===== src/inc/ddc_pkg.sv =====
/*
  Package for the dual converter control block: register offsets, field
  positions, reset values and select encodings.
  Assumes a Wishbone slave with byte addresses and 32-bit data words.
*/
package ddc_pkg;

  // Printed offsets are not all word aligned, so they are indices
  localparam logic [11:0] DDC_IDX_CTRL1 = 12'h88C;
  localparam logic [11:0] DDC_IDX_CODE1 = 12'h88D;
  localparam logic [11:0] DDC_IDX_CTRL2 = 12'h890;
  localparam logic [11:0] DDC_IDX_CODE2 = 12'h891;
  localparam logic [11:0] DDC_IDX_STAT  = 12'h892;
  localparam int          DDC_ADDR_W    = 14;

  // Control register fields
  localparam int DDC_BIT_EN   = 7;
  localparam int DDC_BIT_RNG  = 6;
  localparam int DDC_OE_HI    = 5;
  localparam int DDC_OE_LO    = 4;
  localparam int DDC_PSS_HI   = 3;
  localparam int DDC_PSS_LO   = 2;
  localparam int DDC_BIT_NSS  = 0;
  localparam logic [7:0] DDC_CTRL_WMASK = 8'hFD;

  // Reset values
  localparam logic [7:0] DDC_CTRL_RST = 8'h00;
  localparam logic [7:0] DDC_CODE_RST = 8'h00;

  // Output enable codes
  localparam logic [1:0] DDC_OE_PIN2 = 2'h2;
  localparam logic [1:0] DDC_OE_PIN1 = 2'h1;

  // Positive reference codes
  localparam logic [1:0] DDC_PSS_SUPPLY = 2'h0;
  localparam logic [1:0] DDC_PSS_EXTPIN = 2'h1;
  localparam logic [1:0] DDC_PSS_FIXREF = 2'h2;

  // Automatic range threshold: codes at or above pick high range
  localparam logic [7:0] DDC_AUTO_HI_CODE = 8'h80;

  // Reference select one-hot outputs: supply, ext pin, fixed reference
  localparam int DDC_NREF = 3;

endpackage


===== src/logic/ddc_code_store.sv =====
/*
  Two-entry store for the level codes of both converter instances.
  Read data comes out of a register. Assumes one clock and async reset.
*/
`timescale 1ns/1ps
`default_nettype none
module ddc_code_store
  import ddc_pkg::*;
(
  input  wire logic       clk,
  input  wire logic       rst_b,
  input  wire logic       wr_en,
  input  wire logic       wr_sel,
  input  wire logic [7:0] wr_data,
  input  wire logic       rd_sel,
  output logic      [7:0] rd_data,
  output logic      [7:0] code0,
  output logic      [7:0] code1
);

  logic [7:0] mem_q [2];

  ////////////////////////////////////////////////////////////////////////
  // Storage; reset clears both codes
  genvar i;
  generate
    for (i = 0; i < 2; i++) begin : g_ent
      always_ff @(posedge clk or negedge rst_b) begin
        if (!rst_b) begin
          mem_q[i] <= DDC_CODE_RST;
        end else if (wr_en && (wr_sel == 1'(i))) begin
          mem_q[i] <= wr_data;
        end
      end
    end
  endgenerate

  // Registered read port
  always_ff @(posedge clk or negedge rst_b) begin
    if (!rst_b) begin
      rd_data <= DDC_CODE_RST;
    end else begin
      rd_data <= mem_q[rd_sel];
    end
  end

  assign code0 = mem_q[0];
  assign code1 = mem_q[1];

endmodule
`default_nettype wire


===== src/logic/ddc_top.sv =====
/*
  Control logic for two 8-bit voltage converter instances behind a classic
  Wishbone slave. Drives the analog enables, reference selects, range and
  pin output enables; the ladder and buffer sit outside.
  Assumes SLEEP and AUTO_RANGE_CFG come from other clock domains or pins.
*/
// How it works
// - Control bit 7 enables each instance
// - Instance one drives pins, two internal only
// - Level code passed to ladder unchanged
// - At most one pin output driven
// - OE 10 pin two, 01 pin one
// - Positive reference: supply, ext pin, fixed
// - Auto cfg one: software range bit rules
// - Auto cfg zero: range from code
// - Sleep wake keeps register contents
// - Reference switched off during sleep
// - Reset disables, unpowers pins, clears codes
// - Control bit 0 picks negative reference
// - Range bit only affects instance one pins
// - Separate eight-bit code register, resets zero
`timescale 1ns/1ps
`default_nettype none
module ddc_top
  import ddc_pkg::*;
(
  input  wire logic                  REF_CLK,
  input  wire logic                  RST_B,
  input  wire logic                  WB_CYC_I,
  input  wire logic                  WB_STB_I,
  input  wire logic                  WB_WE_I,
  input  wire logic [DDC_ADDR_W-1:0] WB_ADR_I,
  input  wire logic [3:0]            WB_SEL_I,
  input  wire logic [31:0]           WB_DAT_I,
  output logic      [31:0]           WB_DAT_O,
  output logic                       WB_ACK_O,
  input  wire logic                  SLEEP,
  input  wire logic                  AUTO_RANGE_CFG,
  output logic                       DAC1_EN,
  output logic      [7:0]            DAC1_LEVEL_CODE,
  output logic      [DDC_NREF-1:0]   DAC1_POS_REF,
  output logic                       DAC1_NEG_REF_EXT,
  output logic                       DAC1_RANGE_HIGH,
  output logic                       DAC1_PIN1_OUT_EN,
  output logic                       DAC1_PIN2_OUT_EN,
  output logic                       DAC2_EN,
  output logic      [7:0]            DAC2_LEVEL_CODE,
  output logic      [DDC_NREF-1:0]   DAC2_POS_REF,
  output logic                       DAC2_NEG_REF_EXT
);

  logic [7:0]  ctrl_q [2];
  logic        ack_q;
  logic [31:0] rdat_q;
  logic        sleep_s1_q, sleep_q;
  logic        auto_s1_q, auto_s2_q;
  logic        auto_cfg_q;
  logic [2:0]  auto_done_q;
  logic [1:0]  rd_src_q;
  logic [7:0]  code_rd;
  logic [7:0]  code0, code1;
  logic        req;
  logic        hit_ctrl1, hit_ctrl2, hit_code1, hit_code2, hit_stat;
  logic        code_wr;
  logic        ref_live1, ref_live2;
  logic        pin1_d, pin2_d;
  logic        range1_d;
  logic [2:0]  pos1_d, pos2_d;

  ////////////////////////////////////////////////////////////////////////
  // Bus decode; printed offsets are word indices
  assign req       = WB_CYC_I && WB_STB_I && !ack_q;
  assign hit_ctrl1 = (WB_ADR_I[DDC_ADDR_W-1:2] == DDC_IDX_CTRL1);
  assign hit_ctrl2 = (WB_ADR_I[DDC_ADDR_W-1:2] == DDC_IDX_CTRL2);
  assign hit_code1 = (WB_ADR_I[DDC_ADDR_W-1:2] == DDC_IDX_CODE1);
  assign hit_code2 = (WB_ADR_I[DDC_ADDR_W-1:2] == DDC_IDX_CODE2);
  assign hit_stat  = (WB_ADR_I[DDC_ADDR_W-1:2] == DDC_IDX_STAT);
  assign code_wr   = req && WB_WE_I && WB_SEL_I[0] && (hit_code1 || hit_code2);

  // Ack one cycle after the request; dropped the next cycle
  always_ff @(posedge REF_CLK or negedge RST_B) begin
    if (!RST_B) begin
      ack_q <= 1'b0;
    end else begin
      ack_q <= req;
    end
  end

  ////////////////////////////////////////////////////////////////////////
  // Control registers; bit 1 is unimplemented and reads zero.
  // Sleep does not touch them, so wake keeps the contents.
  genvar k;
  generate
    for (k = 0; k < 2; k++) begin : g_ctrl
      always_ff @(posedge REF_CLK or negedge RST_B) begin
        if (!RST_B) begin
          ctrl_q[k] <= DDC_CTRL_RST;
        end else if (req && WB_WE_I && WB_SEL_I[0] && ((k == 0) ? hit_ctrl1 : hit_ctrl2)) begin
          ctrl_q[k] <= WB_DAT_I[7:0] & DDC_CTRL_WMASK;
        end
      end
    end
  endgenerate

  // Level code store, one register per instance
  ddc_code_store u_codes (
    .clk     (REF_CLK),
    .rst_b   (RST_B),
    .wr_en   (code_wr),
    .wr_sel  (hit_code2),
    .wr_data (WB_DAT_I[7:0]),
    .rd_sel  (hit_code2),
    .rd_data (code_rd),
    .code0   (code0),
    .code1   (code1)
  );

  ////////////////////////////////////////////////////////////////////////
  // Read path: source picked in the request cycle, muxed at ack time
  always_ff @(posedge REF_CLK or negedge RST_B) begin
    if (!RST_B) begin
      rd_src_q <= 2'h0;
      rdat_q   <= 32'h0000_0000;
    end else if (req) begin
      rd_src_q <= (hit_code1 || hit_code2) ? 2'h1 : 2'h0;
      if (hit_ctrl1) begin
        rdat_q <= {24'h00_0000, ctrl_q[0]};
      end else if (hit_ctrl2) begin
        rdat_q <= {24'h00_0000, ctrl_q[1]};
      end else if (hit_stat) begin
        rdat_q <= {24'h00_0000, 5'h00, DAC1_RANGE_HIGH, sleep_q, auto_cfg_q};
      end else begin
        rdat_q <= 32'h0000_0000;                 // Unmapped reads zero
      end
    end
  end

  // Code read data comes registered from the store in the same cycle
  always_comb begin
    if (rd_src_q == 2'h1) begin
      WB_DAT_O = {24'h00_0000, code_rd};
    end else begin
      WB_DAT_O = rdat_q;
    end
  end
  assign WB_ACK_O = ack_q;

  ////////////////////////////////////////////////////////////////////////
  // Synchronisers for the sleep level and the configuration strap
  always_ff @(posedge REF_CLK or negedge RST_B) begin
    if (!RST_B) begin
      sleep_s1_q <= 1'b0;
      sleep_q    <= 1'b0;
      auto_s1_q  <= 1'b0;
      auto_s2_q  <= 1'b0;
    end else begin
      sleep_s1_q <= SLEEP;
      sleep_q    <= sleep_s1_q;
      auto_s1_q  <= AUTO_RANGE_CFG;
      auto_s2_q  <= auto_s1_q;
    end
  end

  // Strap is followed for the first three edges after reset release, so
  // the last copy taken has passed both synchroniser stages, then frozen;
  // defaults to hardware ranging until then
  always_ff @(posedge REF_CLK or negedge RST_B) begin
    if (!RST_B) begin
      auto_done_q <= 3'h0;
      auto_cfg_q  <= 1'b0;
    end else if (!auto_done_q[2]) begin
      auto_done_q <= {auto_done_q[1:0], 1'b1};
      auto_cfg_q  <= auto_s2_q;
    end
  end

  ////////////////////////////////////////////////////////////////////////
  // Next values for the analog controls. Each decode sits in its own
  // process so the registered outputs below stay plain copies, and every
  // pin-facing output still leaves from a flip-flop without a glitch when
  // two control fields change in the same write.

  // Reference stays live only while the instance is enabled and the part
  // is awake. Sleep cuts the reference to save current, but leaves the
  // control and code registers alone so wake resumes where it stopped.
  assign ref_live1 = !sleep_q && ctrl_q[0][DDC_BIT_EN];
  assign ref_live2 = !sleep_q && ctrl_q[1][DDC_BIT_EN];

  // Positive reference for instance one, one-hot. The reserved code
  // selects no source: opening every switch is safer than guessing.
  always_comb begin
    pos1_d = '0;
    unique case (ctrl_q[0][DDC_PSS_HI:DDC_PSS_LO])
      DDC_PSS_SUPPLY: begin
        pos1_d[0] = ref_live1;
      end
      DDC_PSS_EXTPIN: begin
        pos1_d[1] = ref_live1;
      end
      DDC_PSS_FIXREF: begin
        pos1_d[2] = ref_live1;
      end
      2'h3: begin
        pos1_d = '0;                                             // Reserved
      end
    endcase
  end

  // Positive reference for instance two, same decode as instance one
  always_comb begin
    pos2_d = '0;
    unique case (ctrl_q[1][DDC_PSS_HI:DDC_PSS_LO])
      DDC_PSS_SUPPLY: begin
        pos2_d[0] = ref_live2;
      end
      DDC_PSS_EXTPIN: begin
        pos2_d[1] = ref_live2;
      end
      DDC_PSS_FIXREF: begin
        pos2_d[2] = ref_live2;
      end
      2'h3: begin
        pos2_d = '0;                                             // Reserved
      end
    endcase
  end

  // Output enables of instance one. Only the codes 01 and 10 pick a pin;
  // 00 and 11 leave both pins undriven, so the pair is never on together
  // whatever software writes. A disabled instance drives no pin at all.
  always_comb begin
    pin1_d = 1'b0;
    pin2_d = 1'b0;
    unique case (ctrl_q[0][DDC_OE_HI:DDC_OE_LO])
      DDC_OE_PIN1: begin
        pin1_d = ctrl_q[0][DDC_BIT_EN];
      end
      DDC_OE_PIN2: begin
        pin2_d = ctrl_q[0][DDC_BIT_EN];
      end
      2'h0, 2'h3: begin
        pin1_d = 1'b0;
        pin2_d = 1'b0;
      end
    endcase
  end

  // Buffer range of instance one. With the strap high software owns the
  // range bit; with it low the code picks the range and the software bit
  // is ignored. A fixed midscale compare is the simplest rule that keeps
  // the buffer biased towards the rail the output is nearest.
  always_comb begin
    if (auto_cfg_q) begin
      range1_d = ctrl_q[0][DDC_BIT_RNG];
    end else begin
      range1_d = (code0 >= DDC_AUTO_HI_CODE);
    end
  end

  // Instance one outputs, all registered
  always_ff @(posedge REF_CLK or negedge RST_B) begin
    if (!RST_B) begin
      DAC1_EN          <= 1'b0;
      DAC1_LEVEL_CODE  <= DDC_CODE_RST;
      DAC1_POS_REF     <= '0;
      DAC1_NEG_REF_EXT <= 1'b0;
      DAC1_RANGE_HIGH  <= 1'b0;
      DAC1_PIN1_OUT_EN <= 1'b0;
      DAC1_PIN2_OUT_EN <= 1'b0;
    end else begin
      DAC1_EN          <= ctrl_q[0][DDC_BIT_EN];
      DAC1_LEVEL_CODE  <= code0;
      DAC1_POS_REF     <= pos1_d;
      DAC1_NEG_REF_EXT <= ctrl_q[0][DDC_BIT_NSS];
      // Range only steers the pin buffer of instance one
      DAC1_RANGE_HIGH  <= range1_d;
      DAC1_PIN1_OUT_EN <= pin1_d;
      DAC1_PIN2_OUT_EN <= pin2_d;
    end
  end

  // Instance two feeds internal consumers only; its OE and range bits
  // are stored but steer nothing
  always_ff @(posedge REF_CLK or negedge RST_B) begin
    if (!RST_B) begin
      DAC2_EN          <= 1'b0;
      DAC2_LEVEL_CODE  <= DDC_CODE_RST;
      DAC2_POS_REF     <= '0;
      DAC2_NEG_REF_EXT <= 1'b0;
    end else begin
      DAC2_EN          <= ctrl_q[1][DDC_BIT_EN];
      DAC2_LEVEL_CODE  <= code1;
      DAC2_POS_REF     <= pos2_d;
      DAC2_NEG_REF_EXT <= ctrl_q[1][DDC_BIT_NSS];
    end
  end

endmodule
`default_nettype wire


===== config.mk =====
export PLATFORM = sky130hd
export DESIGN_NAME = ddc_top
export DESIGN_NICKNAME = d
export VERILOG_FILES = /design/src/inc/ddc_pkg.sv /design/src/logic/ddc_code_store.sv /design/src/logic/ddc_top.sv
export SDC_FILE = /design/constraint.sdc
export NUM_CORES = 1
export LEC_CHECK = 0
export ABC_AREA = 1
export BUFFER_PORTS_ARGS = -buffer_cell sky130_fd_sc_hd__buf_4
export CAP_MARGIN = 25
export CORE_ASPECT_RATIO = 0.7
export CORE_MARGIN = 8
export CORE_UTILIZATION = 47
export CTS_BUF_LIST = sky130_fd_sc_hd__clkbuf_2
export DETAILED_ROUTE_END_ITERATION = 16
export PLACE_DENSITY_LB_ADDON = 0.1
export SLEW_MARGIN = 25
export SYNTH_ARGS = -nofsm -noshare
export SYNTH_HDL_FRONTEND = slang
export SYNTH_SLANG_ARGS = --single-unit

===== constraint.sdc =====
create_clock -name REF_CLK -period 1.4 [get_ports REF_CLK]
set_input_delay 0.28 -clock REF_CLK [delete_from_list [all_inputs] [get_ports REF_CLK]]
set_output_delay 0.28 -clock REF_CLK [all_outputs]
set_load 0.03 [all_outputs]

==> Word level (Yosys, flattened, before mapping) <==
Cells that the tools add are included.
W data, S select, Z words.
{ "totals": {"reg_bits": 110, "word_cells": 76, "out_inout_bits": 62} }
{ "op_classes": {"eq_ne": 12, "magnitude_cmp": 2, "n_mux": 18, "reduce_logical": 16, "bitwise_logic": 2} }
{ "ops": {"columns": ["cell", "count"], "rows": [
  ["$mux W32", 2],
  ["$eq A12 B12 Y1 const B", 5],
  ["$mux W8", 4],
  ["$logic_and A1 B1 Y1", 11],
  ["$mux W1", 10],
  ["$eq A2 B1 Y1 const B", 4],
  ["$ge A8 B8 Y1 const B", 1],
  ["$eq A2 B2 Y1 const B", 3],
  ["$mux W3", 2],
  ["$logic_not A2 Y1", 2],
  ["$ge A2 B2 Y1 const B", 1],
  ["$logic_not A1 Y1", 2],
  ["$not A1 Y2", 1],
  ["$logic_or A1 B1 Y1", 1],
  ["$not A1 Y1", 1]
]} }

==> Longest topological paths before layout <==
Gate-level depths: netlist of run 1.
{ "depth": {"ltp_word": 6, "depth_mapped": 9, "mapped_depth_nobuf": 9} }

==> Modules after synthesis <==
From an unflattened synthesis of run 1, not the netlist that was laid out.
{ "hier_totals": {"cells_unflattened": 353, "area_unflattened_um2": 3599.7} }
{ "modules_own_cells": {"columns": ["module", "instances", "cells_per_inst", "area_per_inst_um2"], "rows": [
  ["ddc_top", 1, 250, 2608.8],
  ["ddc_code_store", 1, 103, 991.0]
]} }

==> Least setup slack after synthesis of run 1 <==
Ideal clock, no wire load.
{ "synth_path": {"kind": "reg2out", "from": "reg rd_src_q[0]", "to": "out WB_DAT_O[1]", "arrival_ns": 1.274, "stages_incl_launch_ff": 3, "path_slack_ns": -0.154, "n_path_buf": 1, "path_cell_list": "dfrtp_1 > clkbuf_1 > o21ai_0"} }
{ "synth_via": {"elab_chain_cells": 2} }
{ "synth_rtl": {"columns": ["item", "line_no", "source"], "rows": [
  ["from (decl)", "ddc_top.sv:59", "logic [1:0] rd_src_q;"],
  ["from (signal assigned)", "ddc_top.sv:125", "rd_src_q <= (hit_code1 || hit_code2) ? 2'h1 : 2'h0;"],
  ["$eq A2 B1 Y1", "ddc_top.sv:140", "if (rd_src_q == 2'h1) begin"],
  ["$mux W32", "ddc_top.sv:140", null],
  ["to (decl)", "ddc_top.sv:35", "output logic [31:0] WB_DAT_O,"]
]} }
No other way between the ends.

==> Worst setup path after layout of run 1 <==
{ "layout_path": {"from": "reg rd_src_q[0]", "to": "out WB_DAT_O[7]"} }
The elaborated chain is that of the path after synthesis.

==> results of run 1 <==
[state kept, by name, summed over array words and instances (netlist names), 3 cells and up]
signal / flops
rdat_q: 8
DAC2_POS_REF: 3
u_codes.rd_data: 8
DAC1_POS_REF: 3
u_codes.code0: 8
ctrl_q: 14
auto_done_q: 3
DAC1_LEVEL_CODE: 8
DAC2_LEVEL_CODE: 8
u_codes.code1: 8
[per-stage QoR]
step,util,power [W]
6_report,0.6530,0.004389
5_1_grt,0.6530,0.004570
4_1_cts,0.6218,0.004390
3_5_place_dp,0.5617,0.002848
3_3_place_gp,0.5617,0.002844
2_1_floorplan,-,0.002741
[power groups by stage]
stage | Clock (W) | Sequential (W) | Combinational [W]
2_1_floorplan | 0 | 0.00253 | 0.000209
5_1_grt | 0.00164 | 0.00249 | 0.000442
6_report | 0.00149 | 0.00249 | 0.000407
3_5_place_dp | 0 | 0.00254 | 0.000308
4_1_cts | 0.00153 | 0.00249 | 0.000372
3_3_place_gp | 0 | 0.00254 | 0.000305
[timing repair]
action,4_1_cts,5_1_grt
endpoints found under the setup margin,50,59
cloned,1,0
pin swaps,3,13
gates resized for setup,42,40
buffers inserted,3,7
hold buffers,11,1
hold endpoints to repair,116,1
[worst paths after layout]
kind,end,slack (ns),startpoint,depth (start not counted)
min in group asynchronous,ctrl_q[8],0.58,RST_B,3
max reg2reg,u_codes.code0[5],-0.01,WB_ACK_O,8
min reg2reg,auto_s2_q,0.38,auto_s1_q,0
min,WB_ACK_O,0.13,WB_STB_I,4
max in group asynchronous,rd_src_q[0],0.23,RST_B,4
max,WB_DAT_O[7],-0.48,rd_src_q[0],3
[placed cells by master, fill, tap and decap left out, types with 2 or more instances in the layout]
cell type and n:
buf_12 2, buf_4 42, buf_6 43, bufinv_16 2
clkbuf_2 9, conb_1 24, dfrtp_1 83, dfrtp_2 2
dlygate4sd3_1 12, inv_1 20, inv_6 3, inv_8 2
mux2_2 3, mux2_4 5, nand2_1 114, nand2_2 7
nand2_8 2, nand3_1 17, nand3_2 5, nor2_1 9
nor2_2 2, nor2_4 7, nor3_1 8, o21ai_0 13
o21ai_1 10
[layout make-up]
type,count,area share
Inverter,25,0.02547
Sequential cell,85,0.4516
Clock inverter,7,0.02176
Timing Repair Buffer,100,0.2067
Tap cell,98,0.02600
Multi-Input combinational cell,234,0.2590
Clock buffer,9,0.009552
[metal layers]
metal / global-route usage / up-vias / part of all wire
met2: 0.2416 / 93 / 0.47
met1: 0.2043 / 1236 / 0.45
li1: - / 1271 / -
met4: 0.02400 / 0 / 0.0050
met5: 0 / - / 0
met3: 0.06632 / 6 / 0.082
[worst max-delay path: stages, from the launching register on]
cell and delay (ns):
dfrtp_2 0.47, buf_6 0.14, mux2_4 0.32, buf_6 0.14
[logic make-up after synthesis]
family / Yosys count
AO/OA/AOI/OAI: 25
other: 1
flip-flops: 85
buffers and inverters: 54
AND/OR/NAND/NOR: 176
multiplexers: 8
==> key figures, run 1 <==
Outcome
  – Outcome: finished, violations left
  – Failing checks: negative setup slack

Power and ir drop
  – Sw frac: 0.2597
  – P_leak: about 2.5 nW
  – Int Pwr: 0.003249 W
  – Comb pwr share: 0.093
  – P_sw: 0.001140 W
  – Clock power share: 0.340
  – P per Cell Area: 930.7 mW/mm^2
  – Sequential Power Share: 0.567
  – Worst VDD drop: 0.0006303 V

Clock tree
  – CTS tree: yes
  – Clock sink count: between 80 and 90
  – Root buf cell: clkbuf_2
  – Reg clk slew, reported paths: 0.24 ns
  – Clock buffer depth: 2
  – CTS Buf Count: 9
  – Clk_lat worst skew: about 0.53 ns
  – H-tree levels: 3

Routing
  – Final WL: between 7000 and 8000 um
  – Via count: about 2,600
  – Mean routed wirelength per cell: 14.20 um
  – # DRC: 0
  – DRT Pass-1 Iters: 4
  – Routed Antenna Nets: 0
  – DR iter-0 viols: roughly 140
  – DR vias/cell: 4.670

Job
  – Max-cap viol count: 0

Setup path
  – Endpoint class of the critical path: output port
  – Critical path startpoint category: flip-flop
  – Crit path kind: flip-flop to output port
  – WP data arrival: ~1.6 ns
  – Worst EP required: roughly 1.1 ns
  – CP max FO: 5

Cells and area
  – Share of cells above drive strength 1: 0.3239
  – Net total in the final layout: 512
  – Design area: about 0.0047 sq mm
  – Area delta synth->final: 36.51%
  – Area of the multi-input gates: 0.001221 sq mm
  – ANT cells: 0
  – Register area: between 0.002 and 0.0025 sq mm
  – Fill cell count: approximately 600
  – Layout Cells excl Fill: about 560

STA
  – Final setup margin: -0.4845 ns
  – Tcrit/Tclk final: 1.346
  – # setup viols final: 11
  – Clock Skew: around 0.024 ns
  – Tmin final: approximately 1.9 ns
  – Fmax: roughly 530 MHz
  – Setup TNS: -3.626 ns
  – Max-slew violation count: 0
  – Hold_ws: roughly 0.13 ns
  – Final hold vios: 0
  – RSZ-0062 raised after global routing: yes

Floorplanning
  – Core Rows: 26
  – Initial core utilization: 0.4783
  – Die Wd: about 120 um
  – Die H: around 88 um
  – Die ar.: 0.01039 sq mm
  – I/O pins: approximately 120
  – Core area: approximately 0.0072 sq mm

Placement
  – GP Congestion: a little under 0.8
  – Placed Area: 0.004056 sq mm
  – I/O Buffers: 65
  – DP Wirelength: roughly 5700 um
  – Setup WS pre-CTS: -0.1120 ns
  – Inst Count DP: between 500 and 600

Synth
  – Top-count cell post-synth: nand2_1
  – Seq cells post-synth: 85
  – Syn Area/Cell: 9.898 sq um
  – Cell area after synthesis: 0.003455 sq mm
  – Yosys Warn Count: 0
  – Post-synthesis xor/xnor area fraction: 0
  – Post-Synth Simple-Gate Area: 0.2311
  – Main combinational cell family by area after synthesis: simple AND/OR/NAND/NOR gates
  – Commonest cells in the netlist: 119 x nand2_1, 85 x dfrtp_1, 25 x buf_4
  – Adder-Cell Fraction of Synth Area: 0
  – Sequential fraction of the synthesis area: 0.6157
  – Asr flop ratio synth: 1.000
  – Number of flops mapped to enable cells by yosys: 0
  – Distinct cells, synth: 26
  – Area leader, netlist: dfrtp_1
  – Area share of the largest cell type after synthesis: 0.6157
  – Synth Area in Compound Gates: 0.03731
  – Mapped Cells: 349
  – Mux share of post-synthesis cell area: 0.02608
  – Synth top area cells: dfrtp_1 62%, nand2_1 13%, buf_4 5.4%, nand3_1 3.2%, mux2_2 2.6%
  – Ys flop type: dfrtp_1

Global routing
  – Gr usage total: 0.1560
  – Vias in the first global route: around 2,600
  – First-pass GRT wire length: roughly 13,000 um
  – Antenna violations before repair: 0
  – Grt ovf: 0
  – Largest net degree at the start of global routing: 85

Hold path
  – HP Class: input pin to flip-flop
Note: power is estimated with default switching activity, not from simulation.
==> run 2: changes to the inputs <==
Settings changed: CTS_BUF_LIST sky130_fd_sc_hd__clkbuf_2 to sky130_fd_sc_hd__clkbuf_4 sky130_fd_sc_hd__clkbuf_8.
==> key figures, run 2 (synthesis gave the netlist of run 1 again) <==
Clock tree
  – Root buf cell: clkbuf_8 (was clkbuf_2)
  – Clock sink count: 85 (unchanged)
  – Reg clk slew, reported paths: 0.09 ns (was 0.24 ns)
  – Clock buffer depth: 2 (unchanged)
  – H-tree levels: 3 (unchanged)
  – CTS Buf Count: 9 (unchanged)
  – Clk_lat worst skew: 0.36 ns (was 0.53 ns)
  – CTS tree: yes (unchanged)

Cells and area
  – Design area: 0.004438 sq mm (was 0.004716 sq mm)
  – Commonest cells after routing, fill and taps aside: 115 x nand2_1, 83 x dfrtp_1, 71 x buf_4 (was 114 x nand2_1, 83 x dfrtp_1, 43 x buf_6)
  – Layout Cells excl Fill: 543 (was 558)
  – Reg with most FFs: ctrl_q (unchanged)
  – Max FFs per register: 14 (unchanged)
  – Share of cells above drive strength 1: 0.3079 (was 0.3239)
  – Commonest non-fill, non-tap cell in the layout: nand2_1 (unchanged)
  – Net total in the final layout: 497 (was 512)
  – ANT cells: 0 (unchanged)
  – Area delta synth->final: 28.47% (was 36.51%)

STA
  – Clock Skew: 0.01090 ns (was 0.02401 ns)
  – RSZ-0062 raised after global routing: yes (unchanged)
  – Hold_ws: 0.02362 ns (was 0.1332 ns)
  – Final setup margin: -0.2666 ns (was -0.4845 ns)
  – Final hold vios: 0 (unchanged)
  – # setup viols final: 8 (was 11)
  – Fmax: 600.0 MHz (was 530.6 MHz)
  – Max-slew violation count: 0 (unchanged)
  – Tcrit/Tclk final: 1.190 (was 1.346)
  – Tmin final: 1.667 ns (was 1.884 ns)

Routing
  – DR vias/cell: 4.626 (was 4.670)
  – Routed Antenna Nets: 0 (unchanged)
  – Mean routed wirelength per cell: 14.18 um (was 14.20 um)
  – Via count: 2,512 (was 2,606)
  – DR iter-0 viols: 118 (was 143)
  – Final WL: 7698 um (was 7926 um)
  – DRT Pass-1 Iters: 5 (was 4)
  – # DRC: 0 (unchanged)

Setup path
  – Crit-path max cell delay: 0.43 ns (was 0.47 ns)
  – Crit path kind: flip-flop to output port (unchanged)
  – Worst path slowest cell: dfrtp_2 (unchanged)
  – Reg2reg end: u_codes.code0[1] (was u_codes.code0[5])
  – Worst r2r src: WB_ACK_O (unchanged)
  – Endpoint class of the critical path: output port (unchanged)
  – Most frequent cell on the critical path: buf_6 (unchanged)
  – Reg2reg path depth: 8 (unchanged)
  – Worst path bufs/invs: 2 (unchanged)
  – Critical path startpoint category: flip-flop (unchanged)
  – Crit path cell chain: buf_6, mux2_4, buf_6 (unchanged)
  – CP top delay family: flip-flops (unchanged)
  – CP max FO: 5 (unchanged)
  – WP data arrival: 1.39 ns (was 1.60 ns)
  – Worst EP required: 1.12 ns (about the same)
  – R2R Setup Slk: 0.06 ns (was -0.01 ns)

Job
  – Max-cap viol count: 0 (unchanged)

Global routing
  – Largest net degree at the start of global routing: 85 (unchanged)
  – Gr usage total: 0.1538 (was 0.1560)
  – Vias in the first global route: 2,505 (was 2,583)
  – Grt ovf: 0 (unchanged)
  – GR peak layer: met2 (unchanged)
  – Antenna violations before repair: 0 (unchanged)
  – M3 GR Usage: 0.06890 (was 0.06632)
  – Met2 usage: 0.2324 (was 0.2416)
  – First-pass GRT wire length: 12,460 um (was 12,770 um)
  – Met1 GRT Util: 0.1988 (was 0.2043)

Floorplanning
  – Die Wd: 118.5 um (unchanged)
  – Initial core utilization: 0.4783 (unchanged)
  – Die ar.: 0.01039 sq mm (unchanged)
  – Core Rows: 26 (unchanged)
  – Die H: 87.73 um (unchanged)
  – I/O pins: 119 (unchanged)
  – Core area: 0.007222 sq mm (unchanged)

Placement
  – GP Congestion: 0.7827 (unchanged)
  – DP Wirelength: 5668 um (unchanged)
  – Placed Area: 0.004056 sq mm (unchanged)
  – I/O Buffers: 65 (unchanged)
  – Inst Count DP: 519 (unchanged)

Outcome
  – Outcome: finished, violations left (unchanged)
  – Failing checks: negative setup slack (unchanged)

Power and ir drop
  – P_leak: 2.437 nW (was 2.479 nW)
  – Worst VDD drop: 0.0006799 V (was 0.0006303 V)
  – Design Power: 0.004791 W (was 0.004389 W)
  – P per Cell Area: 1080 mW/mm^2 (was 930.7 mW/mm^2)

Hold path
  – HP Class: input pin to flip-flop (unchanged)
  – Hold Path Origin: AUTO_RANGE_CFG (was WB_STB_I)
  – Hold path depth: 1 (was 4)
  – Hold Crit Endpoint: auto_s1_q (was WB_ACK_O)
## run 2: cell types whose count changed in the layout (fill, tap and decap cells not counted), sizes merged
cell | before | now
clkinvlp | 1 | 0
dlygate4sd3 | 12 | 1
buf | 88 | 84
inv | 27 | 28
## run 2: worst max-delay path by stage
stage                            start                to  slack (ns)  cells past startpoint
final                      rd_src_q[0]       WB_DAT_O[7]       -0.27                      3
after global routing       rd_src_q[0]       WB_DAT_O[7]       -0.31                      3
after CTS                  rd_src_q[0]       WB_DAT_O[5]       -0.28                      3
after detailed placement  WB_ADR_I[11]  u_codes.code1[2]       -0.11                      9
after global placement    WB_ADR_I[11]  u_codes.code1[4]       -0.08                      9
after floorplan               WB_ACK_O  u_codes.code0[0]        0.03                      8
## run 2: area by class of cell
class                      instances  area [sq um]
timing repair buffer              85         698.2
sequential                        85          2130
clock inverter                     7         102.6
tap                               98         122.6
clock buffer                       9         123.9
fill                             626          2784
multi-input combinational        234          1161
inverter                          25         100.1
## run 2: worst register-to-register path: cells and delay by family, from the launching register on
family / cells / cell delay [ns]
simple gates: 6 / 0.61
flops: 1 / 0.43
buf+inv: 2 / 0.19
## run 2: repair_timing
item | 4_1_cts | 5_1_grt
resized for setup | 10 | 18
buffers inserted | 2 | 4
endpoints found under the setup margin | 13 | 23
gates cloned | 0 | 1
hold endpoints to repair | 85 | 0
hold buffers | 1 | 0
pin swaps | 1 | 6
## run 2: power breakdown
part           internal (W)  switching [W]  total (W)
sequential          0.00247      0.0000102    0.00248
clock               0.00103       0.000921    0.00195
combinational      0.000118       0.000241   0.000359
total               0.00362        0.00117    0.00479
## run 2: stage by stage
step	setup TNS [ns]	util	worst slack, ns
floorplan	0	-	0.03063
global placement	-0.7795	0.5617	-0.07752
detailed placement	-1.188	0.5617	-0.1120
CTS	-2.046	0.6003	-0.2751
global route	-2.193	0.6145	-0.3097
finish	-1.836	0.6145	-0.2666
## run 2: per-layer routing
metal  vias up  wire (um)  part of all wire
li1       1238          -                 -
met1      1160       3402              0.44
met2       108       3465              0.45
met3         6        788              0.10
met4         0         42            0.0055
met5         -          0                 0
